$ cat config.mk
export PLATFORM = sky130hd
export DESIGN_NAME = ppoc_ctrl
export DESIGN_NICKNAME = d
export VERILOG_FILES = /design/src/shared/ppoc_pkg.sv /design/src/logic/ppoc_ctrl.sv
export SDC_FILE = /design/constraint.sdc
export NUM_CORES = 1
export LEC_CHECK = 0
export BUFFER_PORTS_ARGS = -buffer_cell sky130_fd_sc_hd__buf_2
export CORE_UTILIZATION = 40
export CTS_CLUSTER_SIZE = 12
export DETAILED_ROUTE_END_ITERATION = 6
export PLACE_DENSITY = 0.65
export RECOVER_POWER = 25
export SYNTH_ARGS = -nofsm -noshare
export SYNTH_HDL_FRONTEND = slang
export SYNTH_SLANG_ARGS = --single-unit
export TNS_END_PERCENT = 5
$ cat constraint.sdc
create_clock -name pclk -period 3 [get_ports pclk]
set_input_delay 0.3 -clock pclk [delete_from_list [all_inputs] [get_ports pclk]]
set_output_delay 0.3 -clock pclk [all_outputs]
set_load 0.02 [all_outputs]
$ cat src/shared/ppoc_pkg.sv
// Shared constants and carriers for the port power and overcurrent controller
package ppoc_pkg;

   // Clock and tick timing
   localparam int unsigned CLK_PERIOD_NS  = 4;
   localparam int unsigned TICK_PERIOD_NS = 1000000;
   localparam int unsigned TICK_CYCLES    = (TICK_PERIOD_NS + CLK_PERIOD_NS - 1) / CLK_PERIOD_NS;
   localparam int unsigned N_PORTS_DEF    = 7;

   // Register indices; byte address is four times the index
   localparam logic [15:0] IDX_LOCKOUT    = 16'h30E1;
   localparam logic [15:0] IDX_MIN_PULSE  = 16'h30EA;
   localparam logic [15:0] IDX_WINDOW     = 16'h30EB;
   localparam logic [15:0] IDX_CONFIG     = 16'h30F0;
   localparam logic [15:0] IDX_POWER      = 16'h30F1;
   localparam logic [15:0] IDX_OC_FLAG    = 16'h30F2;
   localparam logic [15:0] IDX_IRQ_STATUS = 16'h30F3;
   localparam logic [15:0] IDX_IRQ_MASK   = 16'h30F4;

   // Reset values and field layout
   localparam logic [7:0]  RST_LOCKOUT    = 8'h0A;
   localparam logic [3:0]  RST_MIN_PULSE  = 4'h5;
   localparam logic [7:0]  RST_WINDOW     = 8'h14;
   localparam int unsigned MIN_PULSE_W    = 4;
   localparam int unsigned GANG_BIT       = 0;

   typedef struct packed {
      logic [7:0]             lockout;
      logic [MIN_PULSE_W-1:0] min_pulse;
      logic [7:0]             window;
   } ppoc_cfg_s;

   typedef struct packed {
      logic                   pwr_q;
      logic [7:0]             lock_cnt;
      logic [3:0]             low_cnt;
      logic [7:0]             win_cnt;
      logic                   win_open;
      logic                   low_q;
      logic                   tripped;
      logic                   det;
   } ppoc_det_s;

endpackage

$ cat src/logic/ppoc_ctrl.sv
// Port power switching and overcurrent detection with APB register access
`timescale 1ns/1ns

// Overcurrent filter for one sense line, clocked by pclk with timers stepped by the 1 ms tick
module ppoc_port_det
   import ppoc_pkg::*;
(
   input  wire logic      pclk,
   input  wire logic      presetn,
   input  wire logic      ce,
   input  wire logic      tick,
   input  wire logic      powered,
   input  wire logic      pin_low,
   input  wire ppoc_cfg_s cfg,
   output logic           det_o
);

   ppoc_det_s r;
   ppoc_det_s n;
   logic      armed;
   logic      group_start;
   logic      single_hit;
   logic      double_hit;

   assign armed       = powered && r.pwr_q && (r.lock_cnt == 8'h00) && !r.tripped;
   assign group_start = pin_low && !r.low_q;
   // single long pulse
   assign single_hit  = pin_low && (r.low_cnt >= cfg.min_pulse);
   // second low group
   assign double_hit  = group_start && r.win_open;

   always_comb begin
      n       = r;
      n.det   = 1'b0;
      n.pwr_q = powered;
      n.low_q = pin_low;
      if (!powered) begin
         n.lock_cnt = 8'h00;
         n.low_cnt  = 4'h0;
         n.win_cnt  = 8'h00;
         n.win_open = 1'b0;
         n.tripped  = 1'b0;
         n.low_q    = 1'b0;
      end else if (!r.pwr_q) begin
         // lockout starts
         n.lock_cnt = cfg.lockout;
         n.low_q    = 1'b0;
      end else if (r.lock_cnt != 8'h00) begin
         // pin ignored
         n.low_q = 1'b0;
         if (tick) begin
            n.lock_cnt = r.lock_cnt - 8'h01;
         end
      end else if (!r.tripped) begin
         // continuous sampling
         if (!pin_low) begin
            n.low_cnt = 4'h0;
         end else if (tick && (r.low_cnt != 4'hF)) begin
            n.low_cnt = r.low_cnt + 4'h1;
         end
         // window timing
         if (r.win_open && tick) begin
            if (r.win_cnt <= 8'h01) begin
               n.win_open = 1'b0;
               n.win_cnt  = 8'h00;
            end else begin
               n.win_cnt = r.win_cnt - 8'h01;
            end
         end
         if (group_start && !r.win_open) begin
            n.win_open = 1'b1;
            n.win_cnt  = cfg.window;
         end
         if (single_hit || double_hit) begin
            // Latch off until the next power cycle so one fault reports once
            n.det      = 1'b1;
            n.tripped  = 1'b1;
            n.win_open = 1'b0;
            n.low_cnt  = 4'h0;
         end
      end
   end

   always_ff @(posedge pclk or negedge presetn) begin
      if (!presetn) begin
         r <= '0;
      end else if (ce) begin
         r <= n;
      end
   end

   assign det_o = r.det;

   AST_DET_NEEDS_POWER: assert property (
      @(posedge pclk) disable iff (!presetn)
      $rose(r.det) |-> $past(powered) && $past(ce))
      else $error("overcurrent reported on an unpowered line");

   AST_LOCK_LOAD: assert property (
      @(posedge pclk) disable iff (!presetn)
      ce && powered && !r.pwr_q |=> r.lock_cnt == $past(cfg.lockout) && !r.det)
      else $error("lockout not loaded at power on");

   AST_LOCKED_SILENT: assert property (
      @(posedge pclk) disable iff (!presetn)
      (r.lock_cnt != 8'h00) |=> !r.det)
      else $error("detection during lockout");

   AST_SINGLE_PULSE: assert property (
      @(posedge pclk) disable iff (!presetn)
      ce && armed && pin_low && (r.low_cnt >= cfg.min_pulse) |=> r.det)
      else $error("long low pulse not detected");

   AST_DOUBLE_PULSE: assert property (
      @(posedge pclk) disable iff (!presetn)
      ce && armed && pin_low && !r.low_q && r.win_open |=> r.det)
      else $error("second low group in window not detected");

   COV_SINGLE: cover property (@(posedge pclk) disable iff (!presetn)
      ce && armed && single_hit && !double_hit);
   COV_DOUBLE: cover property (@(posedge pclk) disable iff (!presetn)
      ce && armed && double_hit && !single_hit);

endmodule // ppoc_port_det

// Contract
// Each downstream port has one shared pin for power command and overcurrent sense.
// Ganged mode uses one common pin for power and sense of all ports.
// In ganged mode a common-pin overcurrent flags every port at once.
// Ganged mode can be set only during the configuration load stage.
// After reset the block runs in individual per-port mode.
// Power off drives the pin low and disables the pull-up.
// Power on releases the driver and enables the pull-up, open-drain style.
// The external switch pulls the line low on overcurrent; low means fault.
// A powered port's pin is sampled continuously for overcurrent.
// Low lasting at least the minimum pulse width declares overcurrent.
// Two low groups inside the window opened by the first declare overcurrent.
// After power on the pin is ignored until the lockout time ends.
// Minimum pulse field bits 3:0, 1 ms steps, default 5; bits 7:4 read zero.
// Eight-bit double-pulse window in 1 ms steps, reset 14h.
// Eight-bit lockout time in 1 ms steps, reset 0Ah.
// Software never programs the window or lockout registers to zero.
// A 1 ms tick from the core clock drives per-port timers.
// An overcurrent sets a per-port flag held until read or power off.
module ppoc_ctrl
   import ppoc_pkg::*;
#(
   parameter int unsigned N_PORTS     = N_PORTS_DEF,
   parameter int unsigned TICK_CYCLES = ppoc_pkg::TICK_CYCLES
)(
   input  wire logic               pclk,
   input  wire logic               presetn,
   input  wire logic               pce,
   input  wire logic               psel,
   input  wire logic               penable,
   input  wire logic               pwrite,
   input  wire logic [17:0]        paddr,
   input  wire logic [31:0]        pwdata,
   output logic                    pready,
   output logic [31:0]             prdata,
   output logic                    pslverr,
   input  wire logic               cfg_stage,
   input  wire logic [N_PORTS-1:0] port_power_sense_pin_i,
   output logic [N_PORTS-1:0]      port_power_sense_pin_o,
   output logic [N_PORTS-1:0]      port_power_sense_pin_oe,
   output logic [N_PORTS-1:0]      port_pull_up_en,
   input  wire logic               common_power_sense_pin_i,
   output logic                    common_power_sense_pin_o,
   output logic                    common_power_sense_pin_oe,
   output logic                    common_pull_up_en,
   output logic                    irq
);

   localparam int unsigned TW = $clog2(TICK_CYCLES);

   if (N_PORTS < 1 || N_PORTS > 31 || TICK_CYCLES < 2) begin : g_bad_params
      $error("ppoc_ctrl: unsupported N_PORTS or TICK_CYCLES");
   end

   typedef struct packed {
      ppoc_cfg_s          cfg;
      logic               gang;
      logic [N_PORTS-1:0] power;
      logic [N_PORTS-1:0] oc_flag;
      logic [N_PORTS-1:0] irq_stat;
      logic [N_PORTS-1:0] irq_mask;
      logic [TW-1:0]      tick_cnt;
      logic               tick;
      logic [N_PORTS-1:0] sync1;
      logic [N_PORTS-1:0] sync2;
      logic [N_PORTS-1:0] sync3;
      logic [N_PORTS-1:0] filt;
      logic [2:0]         com_sync;
      logic               com_filt;
      logic [N_PORTS-1:0] pin_o;
      logic [N_PORTS-1:0] pin_oe;
      logic [N_PORTS-1:0] pin_pu;
      logic               com_o;
      logic               com_oe;
      logic               com_pu;
      logic               irq;
      logic               pready;
      logic [31:0]        prdata;
      logic               pslverr;
   } ppoc_state_s;

   ppoc_state_s        r;
   ppoc_state_s        n;
   logic [N_PORTS-1:0] port_det;
   logic               com_det;
   logic               sel_lockout;
   logic               sel_min;
   logic               sel_window;
   logic               sel_config;
   logic               sel_power;
   logic               sel_flag;
   logic               sel_stat;
   logic               sel_mask;
   logic               sel_any;
   logic               setup_ph;
   logic               access_ph;
   logic               acc_wr;
   logic               acc_rd;
   logic [N_PORTS-1:0] events;
   logic [N_PORTS-1:0] flag_clr;

   // Word-aligned decode of the register index
   always_comb begin
      sel_lockout = 1'b0;
      sel_min     = 1'b0;
      sel_window  = 1'b0;
      sel_config  = 1'b0;
      sel_power   = 1'b0;
      sel_flag    = 1'b0;
      sel_stat    = 1'b0;
      sel_mask    = 1'b0;
      if (paddr[1:0] != 2'b00) begin
         sel_lockout = 1'b0;
      end else if (paddr[17:2] == IDX_LOCKOUT) begin
         sel_lockout = 1'b1;
      end else if (paddr[17:2] == IDX_MIN_PULSE) begin
         sel_min = 1'b1;
      end else if (paddr[17:2] == IDX_WINDOW) begin
         sel_window = 1'b1;
      end else if (paddr[17:2] == IDX_CONFIG) begin
         sel_config = 1'b1;
      end else if (paddr[17:2] == IDX_POWER) begin
         sel_power = 1'b1;
      end else if (paddr[17:2] == IDX_OC_FLAG) begin
         sel_flag = 1'b1;
      end else if (paddr[17:2] == IDX_IRQ_STATUS) begin
         sel_stat = 1'b1;
      end else if (paddr[17:2] == IDX_IRQ_MASK) begin
         sel_mask = 1'b1;
      end
   end

   assign sel_any   = sel_lockout | sel_min | sel_window | sel_config |
                      sel_power | sel_flag | sel_stat | sel_mask;
   assign setup_ph  = psel && !penable && !r.pready;
   assign access_ph = psel && penable && r.pready;
   assign acc_wr    = access_ph && pwrite && sel_any;
   assign acc_rd    = access_ph && !pwrite && sel_any;

   // common fault flags all ports
   assign events    = port_det | {N_PORTS{com_det}};

   always_comb begin
      n      = r;
      n.tick = 1'b0;
      // millisecond tick
      if (r.tick_cnt == TW'(TICK_CYCLES - 1)) begin
         n.tick_cnt = '0;
         n.tick     = 1'b1;
      end else begin
         n.tick_cnt = r.tick_cnt + 1'b1;
      end

      // Pin samples settle only when the last two stages agree
      n.sync1 = port_power_sense_pin_i;
      n.sync2 = r.sync1;
      n.sync3 = r.sync2;
      for (int i = 0; i < N_PORTS; i++) begin
         if (r.sync2[i] == r.sync3[i]) begin
            n.filt[i] = r.sync3[i];
         end
      end
      n.com_sync = {r.com_sync[1:0], common_power_sense_pin_i};
      if (r.com_sync[1] == r.com_sync[2]) begin
         n.com_filt = r.com_sync[2];
      end

      // APB: read data is prepared in setup, writes land in access
      n.pready = setup_ph;
      if (setup_ph) begin
         n.pslverr = !sel_any;
         n.prdata  = 32'h0000_0000;
         if (sel_lockout) begin
            n.prdata = 32'(r.cfg.lockout);
         end else if (sel_min) begin
            // upper bits read zero
            n.prdata = 32'(r.cfg.min_pulse);
         end else if (sel_window) begin
            n.prdata = 32'(r.cfg.window);
         end else if (sel_config) begin
            n.prdata = 32'(r.gang);
         end else if (sel_power) begin
            n.prdata = 32'(r.power);
         end else if (sel_flag) begin
            n.prdata = 32'(r.oc_flag);
         end else if (sel_stat) begin
            n.prdata = 32'(r.irq_stat);
         end else if (sel_mask) begin
            n.prdata = 32'(r.irq_mask);
         end
      end

      if (acc_wr) begin
         if (sel_lockout) begin
            // lockout in ms
            n.cfg.lockout = pwdata[7:0];
         end else if (sel_min) begin
            // pulse width code
            n.cfg.min_pulse = pwdata[MIN_PULSE_W-1:0];
         end else if (sel_window) begin
            // window in ms
            n.cfg.window = pwdata[7:0];
         end else if (sel_config) begin
            // gang only while loading
            if (cfg_stage) begin
               n.gang = pwdata[GANG_BIT];
            end
         end else if (sel_power) begin
            n.power = pwdata[N_PORTS-1:0];
         end else if (sel_mask) begin
            n.irq_mask = pwdata[N_PORTS-1:0];
         end
      end

      // sticky fault flag
      flag_clr = r.power & ~n.power;
      if (acc_rd && sel_flag) begin
         flag_clr = '1;
      end
      n.oc_flag  = (r.oc_flag & ~flag_clr) | events;
      if (acc_wr && sel_stat) begin
         n.irq_stat = (r.irq_stat & ~pwdata[N_PORTS-1:0]) | events;
      end else begin
         n.irq_stat = r.irq_stat | events;
      end
      n.irq = |(r.irq_stat & r.irq_mask);

      // per-port pin drive
      // off drives low
      // on releases with pull-up
      n.pin_o  = '0;
      n.pin_oe = r.gang ? '1 : ~r.power;
      n.pin_pu = r.gang ? '0 : r.power;
      // common pin in gang mode
      n.com_o  = 1'b0;
      n.com_pu = r.gang && (|r.power);
      n.com_oe = !(r.gang && (|r.power));
   end

   always_ff @(posedge pclk or negedge presetn) begin
      if (!presetn) begin
         r               <= '0;
         r.cfg.lockout   <= RST_LOCKOUT;
         r.cfg.min_pulse <= RST_MIN_PULSE;
         r.cfg.window    <= RST_WINDOW;
         // individual mode
         r.gang          <= 1'b0;
         r.sync1         <= '1;
         r.sync2         <= '1;
         r.sync3         <= '1;
         r.filt          <= '1;
         r.com_sync      <= 3'h7;
         r.com_filt      <= 1'b1;
         r.pin_oe        <= '1;
         r.com_oe        <= 1'b1;
      end else if (pce) begin
         r <= n;
      end
   end

   // low on the line means fault
   // one filter per port
   for (genvar i = 0; i < N_PORTS; i++) begin : g_port
      ppoc_port_det u_det (
         .pclk    (pclk),
         .presetn (presetn),
         .ce      (pce),
         .tick    (r.tick),
         .powered (r.pin_pu[i]),
         .pin_low (!r.filt[i]),
         .cfg     (r.cfg),
         .det_o   (port_det[i])
      );
   end

   ppoc_port_det u_com_det (
      .pclk    (pclk),
      .presetn (presetn),
      .ce      (pce),
      .tick    (r.tick),
      .powered (r.com_pu),
      .pin_low (!r.com_filt),
      .cfg     (r.cfg),
      .det_o   (com_det)
   );

   assign pready                    = r.pready;
   assign prdata                    = r.prdata;
   assign pslverr                   = r.pslverr;
   assign port_power_sense_pin_o    = r.pin_o;
   assign port_power_sense_pin_oe   = r.pin_oe;
   assign port_pull_up_en           = r.pin_pu;
   assign common_power_sense_pin_o  = r.com_o;
   assign common_power_sense_pin_oe = r.com_oe;
   assign common_pull_up_en         = r.com_pu;
   assign irq                       = r.irq;

   AST_OFF_DRIVES_LOW: assert property (
      @(posedge pclk) disable iff (!presetn)
      pce && !r.gang && !r.power[0] |=> port_power_sense_pin_oe[0] && !port_pull_up_en[0]
                                        && !port_power_sense_pin_o[0])
      else $error("unpowered port not driven low");

   AST_ON_RELEASES: assert property (
      @(posedge pclk) disable iff (!presetn)
      pce && !r.gang && r.power[0] |=> !port_power_sense_pin_oe[0] && port_pull_up_en[0])
      else $error("powered port not released with pull-up");

   AST_GANG_FLAGS_ALL: assert property (
      @(posedge pclk) disable iff (!presetn)
      pce && com_det |=> &r.oc_flag)
      else $error("common fault did not flag every port");

   AST_GANG_LOCKED: assert property (
      @(posedge pclk) disable iff (!presetn)
      pce && acc_wr && sel_config && !cfg_stage |=> r.gang == $past(r.gang))
      else $error("gang mode changed outside configuration stage");

   AST_FLAG_HOLDS: assert property (
      @(posedge pclk) disable iff (!presetn)
      r.oc_flag[0] && !(acc_rd && sel_flag) && !(acc_wr && sel_power && !pwdata[0])
      |=> r.oc_flag[0])
      else $error("fault flag dropped without read or power off");

   AST_TICK_PERIOD: assert property (
      @(posedge pclk) disable iff (!presetn)
      pce && r.tick |-> r.tick_cnt == '0)
      else $error("tick not aligned to counter wrap");

   COV_GANG_FAULT: cover property (@(posedge pclk) disable iff (!presetn) r.gang && com_det);
   COV_FLAG_READ: cover property (@(posedge pclk) disable iff (!presetn)
      acc_rd && sel_flag && (|r.oc_flag));
   COV_IRQ: cover property (@(posedge pclk) disable iff (!presetn) $rose(irq));

endmodule // ppoc_ctrl

# Yosys cells after proc, flatten, opt, wreduce, memory -nomap -nowiden

Index checks and enable logic that the tools add are counted.

Bits of input ports: 65
Logic and storage cells: 657
Flip-flop bits (word level): 351
Output and inout port bits: 59

Reduce and logical (&&, ||, !) cells: 161
Add/sub/neg operators: 25
Bitwise logic cells: 24
Magnitude comparators: 16
Mux-type cells: 240
Equality and inequality tests: 97

Operators by type and width:

| cell                 | number |
|---|---|
| $mux 13              | 24 |
| $mux 8               | 35 |
| $mux 23              | 8 |
| $mux 9               | 16 |
| $eq 16x14->1 const B | 8 |
| $sub 8x1->8 const B  | 16 |
| $mux 7               | 15 |
| $mux 4               | 24 |
| $ne 4x1->1 const B   | 24 |
| $mux 1               | 85 |
| $reduce_and 5->1     | 17 |
| $le 8x1->1 const B   | 8 |
| $mux 2               | 32 |
| $reduce_bool 8->1    | 8 |
| $logic_and 1x1->1    | 59 |
| $reduce_and 3->1     | 17 |
| $ne 3x3->1 const B   | 16 |
| $reduce_and 6->1     | 8 |
| $add 4x1->4 const B  | 8 |
| $ge 4x4->1           | 8 |
| $ne 2x2->1 const B   | 16 |
| $ne 4x4->1 const B   | 8 |
| $logic_not 1->1      | 29 |
| $and 7x7->7          | 4 |
| 17 further kinds     | 70 |

# Depth between registers and ports, before layout

Depth after elaboration: 19
Depth in mapped cells: 9
Depth with buffers taken out: 8

# Hierarchy

From an unflattened synthesis, not the netlist that was laid out.

Cells, all modules: 2260
Area, all modules: 20895.0 um^2

By module, submodules not included:

| module                               | area each (um^2) | instances | cells each | sequential area each (um^2) |
|---|---|---|---|---|
| ppoc_port_det at g_port[0].u_det ... | 1809.2           | 4         | 204        | 625.6 |
| ppoc_ctrl                            | 6359.8           | 1         | 593        | 3235.6 |
| ppoc_port_det at g_port[6].u_det ... | 1830.5           | 2         | 212        | 625.6 |
| ppoc_port_det at g_port[5].u_det     | 1871.8           | 1         | 219        | 625.6 |
| ppoc_port_det at g_port[4].u_det     | 1765.4           | 1         | 208        | 625.6 |

# Worst setup path after synthesis

OpenSTA, ideal clock, no wires.

Path kind: reg-to-reg
Start: register r[147] (netlist name)
End: register u_com_det.r[12] in the netlist's numbering
Setup time: 0.125 ns
Buffers on the path: 0
Data required time: 2.875 ns
Data arrival time: 2.197 ns
Period minus slack after synthesis: 2.321 ns
Path slack: 0.679 ns
Stages on the path, launching flop included: 8
Cell sequence: dfstp_2 > ha_1 > nand2b_1 > a211oi_1 > o211ai_1 > o21bai_1 > nor2_1 > mux2_2

Word-level cells in the longest chain between the ends: 8
Elaborated cells on any way between the ends: 10
Classes of those cells: 1 x order compare; 1 x eq/ne; 5 x mux; 3 x reduce/logical

Ends and longest elaborated chain:

| what                   | RTL line        | text |
|---|---|---|
| $ge 4x4->1 *           | ppoc_ctrl.sv:28 | `assign single_hit = pin_low && (r.low_cnt >= cfg.min_pulse);` |
| $logic_and 1x1->1 *    | ppoc_ctrl.sv:28 |  |
| $logic_or 1x1->1 *     | ppoc_ctrl.sv:74 | `if (single_hit \|\| double_hit) begin` |
| $mux 4                 | ppoc_ctrl.sv:74 |  |
| $mux 13                | ppoc_ctrl.sv:54 | `end else if (!r.tripped) begin` |
| $mux 13                | ppoc_ctrl.sv:48 | `end else if (r.lock_cnt != 8'h00) begin` |
| $mux 13                | ppoc_ctrl.sv:44 | `end else if (!r.pwr_q) begin` |
| $mux 23                | ppoc_ctrl.sv:37 | `if (!powered) begin` |
| end signal: assignment | ppoc_ctrl.sv:88 | `r <= n;` |
| end: declaration       | ppoc_ctrl.sv:18 | `ppoc_det_s r;` |

Every way passes the cells marked *; elsewhere a longest branch is shown, timed or not. The select of a mux whose other input is x is not followed.
A chain may end at the register's enable or synchronous reset.

# Worst setup path after layout

Start: input pce
End: register g_port[5].u_det.r[9] in the netlist's numbering

Word-level cells in the longest chain between the ends: 1

Ends and longest elaborated chain:

| what                       | RTL line         | text |
|---|---|---|
| start: declaration         | ppoc_ctrl.sv:153 | `input wire logic pce,` |
| $reduce_and 5->1 (no line) | -                |  |
| end signal: assignment     | ppoc_ctrl.sv:88  |  |
| end: declaration           | ppoc_ctrl.sv:18  |  |

Every way passes these cells.

==> impl_results.html <==
<table>
<tr><th>Metric</th><th>Value</th></tr>
<tr><th colspan="2">Clock tree</th></tr>
<tr><td>Later-pin clock latency in the skew report</td><td>approximately 0.56 ns</td></tr>
<tr><td>Post-cts gate resize count</td><td>0</td></tr>
<tr><td>TritonCTS Buffers</td><td>38</td></tr>
<tr><td>Clock tree sinks</td><td>approximately 330</td></tr>
<tr><td>CTS Hold Bufs</td><td>10</td></tr>
<tr><td>H-tree depth reported by CTS</td><td>2</td></tr>
<tr><td>Cell at the root of the clock tree</td><td>sky130_fd_sc_hd__clkbuf_16</td></tr>
<tr><td>Buffers inserted during post-CTS setup optimization</td><td>0</td></tr>
<tr><td>Post-CTS clock slew at the launch and capture registers of the worst setup and hold paths</td><td>0.05 ns</td></tr>
<tr><td>Worst-case clock buffer depth</td><td>3</td></tr>
<tr><td>TritonCTS clock tree</td><td>built</td></tr>
<tr><th colspan="2">Floorplan</th></tr>
<tr><td>I/O pin count</td><td>between 100 and 150</td></tr>
<tr><td>Core Box Area</td><td>roughly 47000 sq um</td></tr>
<tr><td>DIE AREA</td><td>48600 sq um</td></tr>
<tr><td>Die height</td><td>about 220 um</td></tr>
<tr><td>Initial Utilization</td><td>40.7%</td></tr>
<tr><td>Horiz. Die Dim</td><td>220 um</td></tr>
<tr><td>Site Rows</td><td>79</td></tr>
<tr><th colspan="2">Global route</th></tr>
<tr><td>Overall track demand over capacity in global routing</td><td>approximately 22%</td></tr>
<tr><td>Antenna violations before repair</td><td>3</td></tr>
<tr><td>Maximum number of pins on one net before global-route repair</td><td>79</td></tr>
<tr><td>First-pass GRT wire length</td><td>about 83 mm</td></tr>
<tr><td>Vias in the first global route</td><td>~15000</td></tr>
<tr><td>Overflow left after global routing</td><td>0</td></tr>
<tr><th colspan="2">Timing</th></tr>
<tr><td>Total Negative Setup Slacks</td><td>0 ns</td></tr>
<tr><td>Worst Max-Slew Pin Slew</td><td>between 2 and 2.5 ns</td></tr>
<tr><td>Clk_skew</td><td>0.0221 ns</td></tr>
<tr><td>Setup repair after global routing missed its margin</td><td>no</td></tr>
<tr><td>Final worst hold slack</td><td>between 0.06 and 0.07 ns</td></tr>
<tr><td>Count of final hold-check violations</td><td>0</td></tr>
<tr><td>Highest clock rate</td><td>roughly 0.38 GHz</td></tr>
<tr><td>Final period demand of the worst path</td><td>around 2.7 ns</td></tr>
<tr><td>Relative slew slack</td><td>-45.1%</td></tr>
<tr><td>Finish-stage setup viols</td><td>0</td></tr>
<tr><td>Post-route fraction of the period consumed by the critical path</td><td>between 80% and 90%</td></tr>
<tr><td>Final critical-path setup slack</td><td>around 0.33 ns</td></tr>
<tr><td>Max-slew violation count</td><td>around 100</td></tr>
<tr><th colspan="2">Run status</th></tr>
<tr><td>Violations in the final reports</td><td>design-rule violations, max-capacitance violations, max-slew violations</td></tr>
<tr><td>Result of the run</td><td>finished, violations left</td></tr>
<tr><th colspan="2">Routing</th></tr>
<tr><td>Number of detailed-routing iterations run before antenna repair</td><td>7</td></tr>
<tr><td>Average wire length per cell after detail routing</td><td>18.7 um</td></tr>
<tr><td>Detail Route met3 WL</td><td>3.50 mm</td></tr>
<tr><td>Number of nets with antenna violations after routing</td><td>0</td></tr>
<tr><td>Via count</td><td>about 16000</td></tr>
<tr><td>Met2 wire len</td><td>between 20 and 25 mm</td></tr>
<tr><td>Detailed-route vias per instance</td><td>roughly 6</td></tr>
<tr><td>First DRT Iteration DRCs</td><td>~1500</td></tr>
<tr><td>Routed metal-1 wirelength</td><td>roughly 23 mm</td></tr>
<tr><td>DRC</td><td>5</td></tr>
<tr><td>Drt total wl</td><td>between 50 and 60 mm</td></tr>
<tr><td>Uppermost routed layer</td><td>met4</td></tr>
<tr><th colspan="2">Worst setup path</th></tr>
<tr><td>CP max stage delay</td><td>between 1 and 1.5 ns</td></tr>
<tr><td>Top fanout value on the critical path</td><td>41</td></tr>
<tr><td>Critical-path cell with the highest stage delay</td><td>sky130_fd_sc_hd__clkbuf_1</td></tr>
<tr><td>Top delay family on crit path</td><td>buffers and inverters</td></tr>
<tr><td>Worst reg-to-reg path cell count</td><td>6</td></tr>
<tr><td>Number of cells on the critical path</td><td>8</td></tr>
<tr><td>Cells along the critical path</td><td>buf_6, clkinv_1, clkbuf_1, nor2_1, a31o_2, nand2_1, o21ai_0, a22o_1</td></tr>
<tr><td>CP arrival</td><td>roughly 3.1 ns</td></tr>
<tr><td>Kind of start point of the critical path</td><td>primary input</td></tr>
<tr><td>Minimum setup slack among reg-to-reg paths</td><td>around 0.36 ns</td></tr>
<tr><td>Critical path required time</td><td>about 3.4 ns</td></tr>
<tr><td>Number of buffer and inverter stages on the critical path</td><td>3</td></tr>
<tr><td>Type of element capturing the critical path</td><td>register</td></tr>
<tr><td>Class of the most critical setup path</td><td>primary input to register</td></tr>
<tr><th colspan="2">Layout</th></tr>
<tr><td>Final design instance area without fill</td><td>21300 sq um</td></tr>
<tr><td>Share of final-layout standard cells stronger than drive strength 1</td><td>between 10 and 15%</td></tr>
<tr><td>Utilization of the core after routing</td><td>approximately 45%</td></tr>
<tr><td>Leading cell type in the layout, fill and taps excluded</td><td>sky130_fd_sc_hd__dfrtp_1</td></tr>
<tr><td>Top library cells by usage in the layout, fill and taps aside</td><td>sky130_fd_sc_hd__dfrtp_1 (281), sky130_fd_sc_hd__o21ai_0 (225), sky130_fd_sc_hd__nand2_1 (203), sky130_fd_sc_hd__nor2_1 (165), sky130_fd_sc_hd__a21oi_1 (134)</td></tr>
<tr><td>Antenna diodes</td><td>0</td></tr>
<tr><td>Number of standard cells in the layout, taps in and fillers out</td><td>around 2800</td></tr>
<tr><td>Synth-to-Final Area Change</td><td>11.5%</td></tr>
<tr><td>Nets</td><td>between 2000 and 2500</td></tr>
<tr><th colspan="2">Yosys</th></tr>
<tr><td>Mean instance size in the synthesized netlist</td><td>9.03 sq um</td></tr>
<tr><td>Number of register bits inferred by synthesis</td><td>between 300 and 400</td></tr>
<tr><td>Combined area of all synthesized cells</td><td>19100 sq um</td></tr>
<tr><td>Share of synthesized flip-flops with an asynchronous set or reset</td><td>100%</td></tr>
<tr><td>Synth area leaders</td><td>sky130_fd_sc_hd__dfrtp_1 (37%), sky130_fd_sc_hd__dfstp_2 (6.3%), sky130_fd_sc_hd__o21ai_0 (5.9%)</td></tr>
<tr><td>Number of synthesized flops with an enable pin</td><td>0</td></tr>
<tr><td>Area share of the leading cell type in the synthesized netlist</td><td>~37%</td></tr>
<tr><td>Warnings from Yosys</td><td>0</td></tr>
<tr><td>Library cell occupying the most area in the post-synthesis netlist</td><td>sky130_fd_sc_hd__dfrtp_1</td></tr>
<tr><td>Post-synthesis cell type count</td><td>roughly 90</td></tr>
<tr><td>Prevailing post-synth register cell</td><td>sky130_fd_sc_hd__dfrtp_1</td></tr>
<tr><td>Sequential cell area fraction in the yosys report</td><td>43.2%</td></tr>
<tr><td>Number of instances in the synthesized netlist</td><td>approximately 2100</td></tr>
<tr><th colspan="2">Power and ir drop</th></tr>
<tr><td>Worst vdd ir</td><td>approximately 0.30 mV</td></tr>
<tr><td>Cell leakage power</td><td>9.26 nW</td></tr>
<tr><td>Sum of internal, switching and leakage power</td><td>around 10 mW</td></tr>
<tr><td>Total power per unit cell area</td><td>491 nW/um^2</td></tr>
<tr><th colspan="2">Place</th></tr>
<tr><td>Number of placed instances, taps included</td><td>2722</td></tr>
<tr><td>Worst slack after detailed placement</td><td>around 0.37 ns</td></tr>
<tr><td>Weighted congestion reported at the end of routability-driven placement</td><td>between 0.8 and 0.9</td></tr>
<tr><td>Post-DP HPWL</td><td>35.5 mm</td></tr>
<tr><td>Number of I/O port buffers</td><td>67</td></tr>
<tr><td>Instance area after placement</td><td>between 15000 and 20000 sq um</td></tr>
<tr><th colspan="2">Worst hold path</th></tr>
<tr><td>Worst hold path depth</td><td>3</td></tr>
<tr><td>Class of the tightest hold or removal check</td><td>primary input to register</td></tr>
<tr><th colspan="2">Job</th></tr>
<tr><td>Number of max-capacitance violations reported</td><td>2</td></tr>
</table>
==> sequential cells by signal (all words and copies together), names as in the netlist <==
register and flops:
u_com_det.r 24, irq 1, n 16, port_power_sense_pin_oe 7, g_port.u_det.r 168, u_com_det.det_o 1, prdata 8, common_pull_up_en 1
pready 1, pslverr 1, common_power_sense_pin_oe 1, r 84, port_pull_up_en 7, g_port.u_det.det_o 7
==> routing by layer <==
layer | vias up | global-route usage (%)
met5 | - | 0
met4 | 0 | 9.82
met3 | 128 | 3.95
met2 | 494 | 34.6
met1 | 7989 | 29.1
li1 | 7716 | -
==> area by class of cell <==
class,count,area (sq um)
Fill cell,4483,25600
Sequential cell,327,8240
Multi-Input combinational cell,1557,9760
Clock buffer,64,1170
Clock inverter,5,81.3
Inverter,118,443
Tap cell,607,759
Timing Repair Buffer,123,831
==> worst reg2reg max path, cell delays in order (launching register included) <==
cell and delay [ns]:
sky130_fd_sc_hd__dfstp_2 0.69, sky130_fd_sc_hd__ha_1 0.28, sky130_fd_sc_hd__nand2b_1 0.14, sky130_fd_sc_hd__a211oi_1 0.33, sky130_fd_sc_hd__o2111ai_1 0.40, sky130_fd_sc_hd__or4_1 0.63
sky130_fd_sc_hd__o211ai_1 0.09
==> report_power, final <==
group,total (mW),internal (mW),switching (mW)
sequential,4.83,4.64,0.192
clock,4.68,2.82,1.86
combinational,0.940,0.320,0.620
==> synth_stat cells (13+ instances only) <==
cell / number
sky130_fd_sc_hd__clkbuf_1: 63
sky130_fd_sc_hd__nand3_1: 51
sky130_fd_sc_hd__nand2_1: 203
sky130_fd_sc_hd__mux2_2: 52
sky130_fd_sc_hd__buf_1: 13
sky130_fd_sc_hd__nor4_1: 26
sky130_fd_sc_hd__nand2b_1: 27
sky130_fd_sc_hd__a22o_1: 32
sky130_fd_sc_hd__nor3_1: 80
sky130_fd_sc_hd__nor3b_1: 15
sky130_fd_sc_hd__ha_1: 65
sky130_fd_sc_hd__a21o_1: 19
sky130_fd_sc_hd__nor2b_1: 19
sky130_fd_sc_hd__and3_1: 14
sky130_fd_sc_hd__a31oi_1: 23
sky130_fd_sc_hd__o211ai_1: 13
sky130_fd_sc_hd__inv_1: 117
sky130_fd_sc_hd__xnor2_1: 23
sky130_fd_sc_hd__o31ai_1: 24
sky130_fd_sc_hd__dfstp_2: 46
sky130_fd_sc_hd__nor2_1: 165
sky130_fd_sc_hd__xor2_1: 18
sky130_fd_sc_hd__or3_1: 25
sky130_fd_sc_hd__a21oi_1: 134
sky130_fd_sc_hd__nand4_1: 22
sky130_fd_sc_hd__a22oi_1: 23
sky130_fd_sc_hd__a211oi_1: 19
sky130_fd_sc_hd__buf_4: 55
sky130_fd_sc_hd__mux2i_1: 13
sky130_fd_sc_hd__dfrtp_1: 281
sky130_fd_sc_hd__o21ai_0: 225
==> path summary, 6_finish.rpt <==
kind	from	to
max	pce	g_port[5].u_det.r[9]
min in group asynchronous	presetn	g_port[2].u_det.r[15]
max in group asynchronous	presetn	g_port[3].u_det.r[21]
min	pwdata[1]	r[152]
max reg2reg	r[147]	g_port[1].u_det.r[15]
min reg2reg	pslverr	pslverr
==> cell families after synthesis <==
group | after synthesis | synth area share, %
AO/OA/AOI/OAI | 634 | 21.2
XOR/XNOR | 41 | 1.88
adder cells (fa/ha/maj) | 65 | 4.26
buffers and inverters | 260 | 6.30
flip-flops | 327 | 43.2
multiplexers | 68 | 3.99
other | 1 | 0.0196
AND/OR/NAND/NOR | 717 | 19.2
No activity file was read; power rests on OpenSTA's default activity.
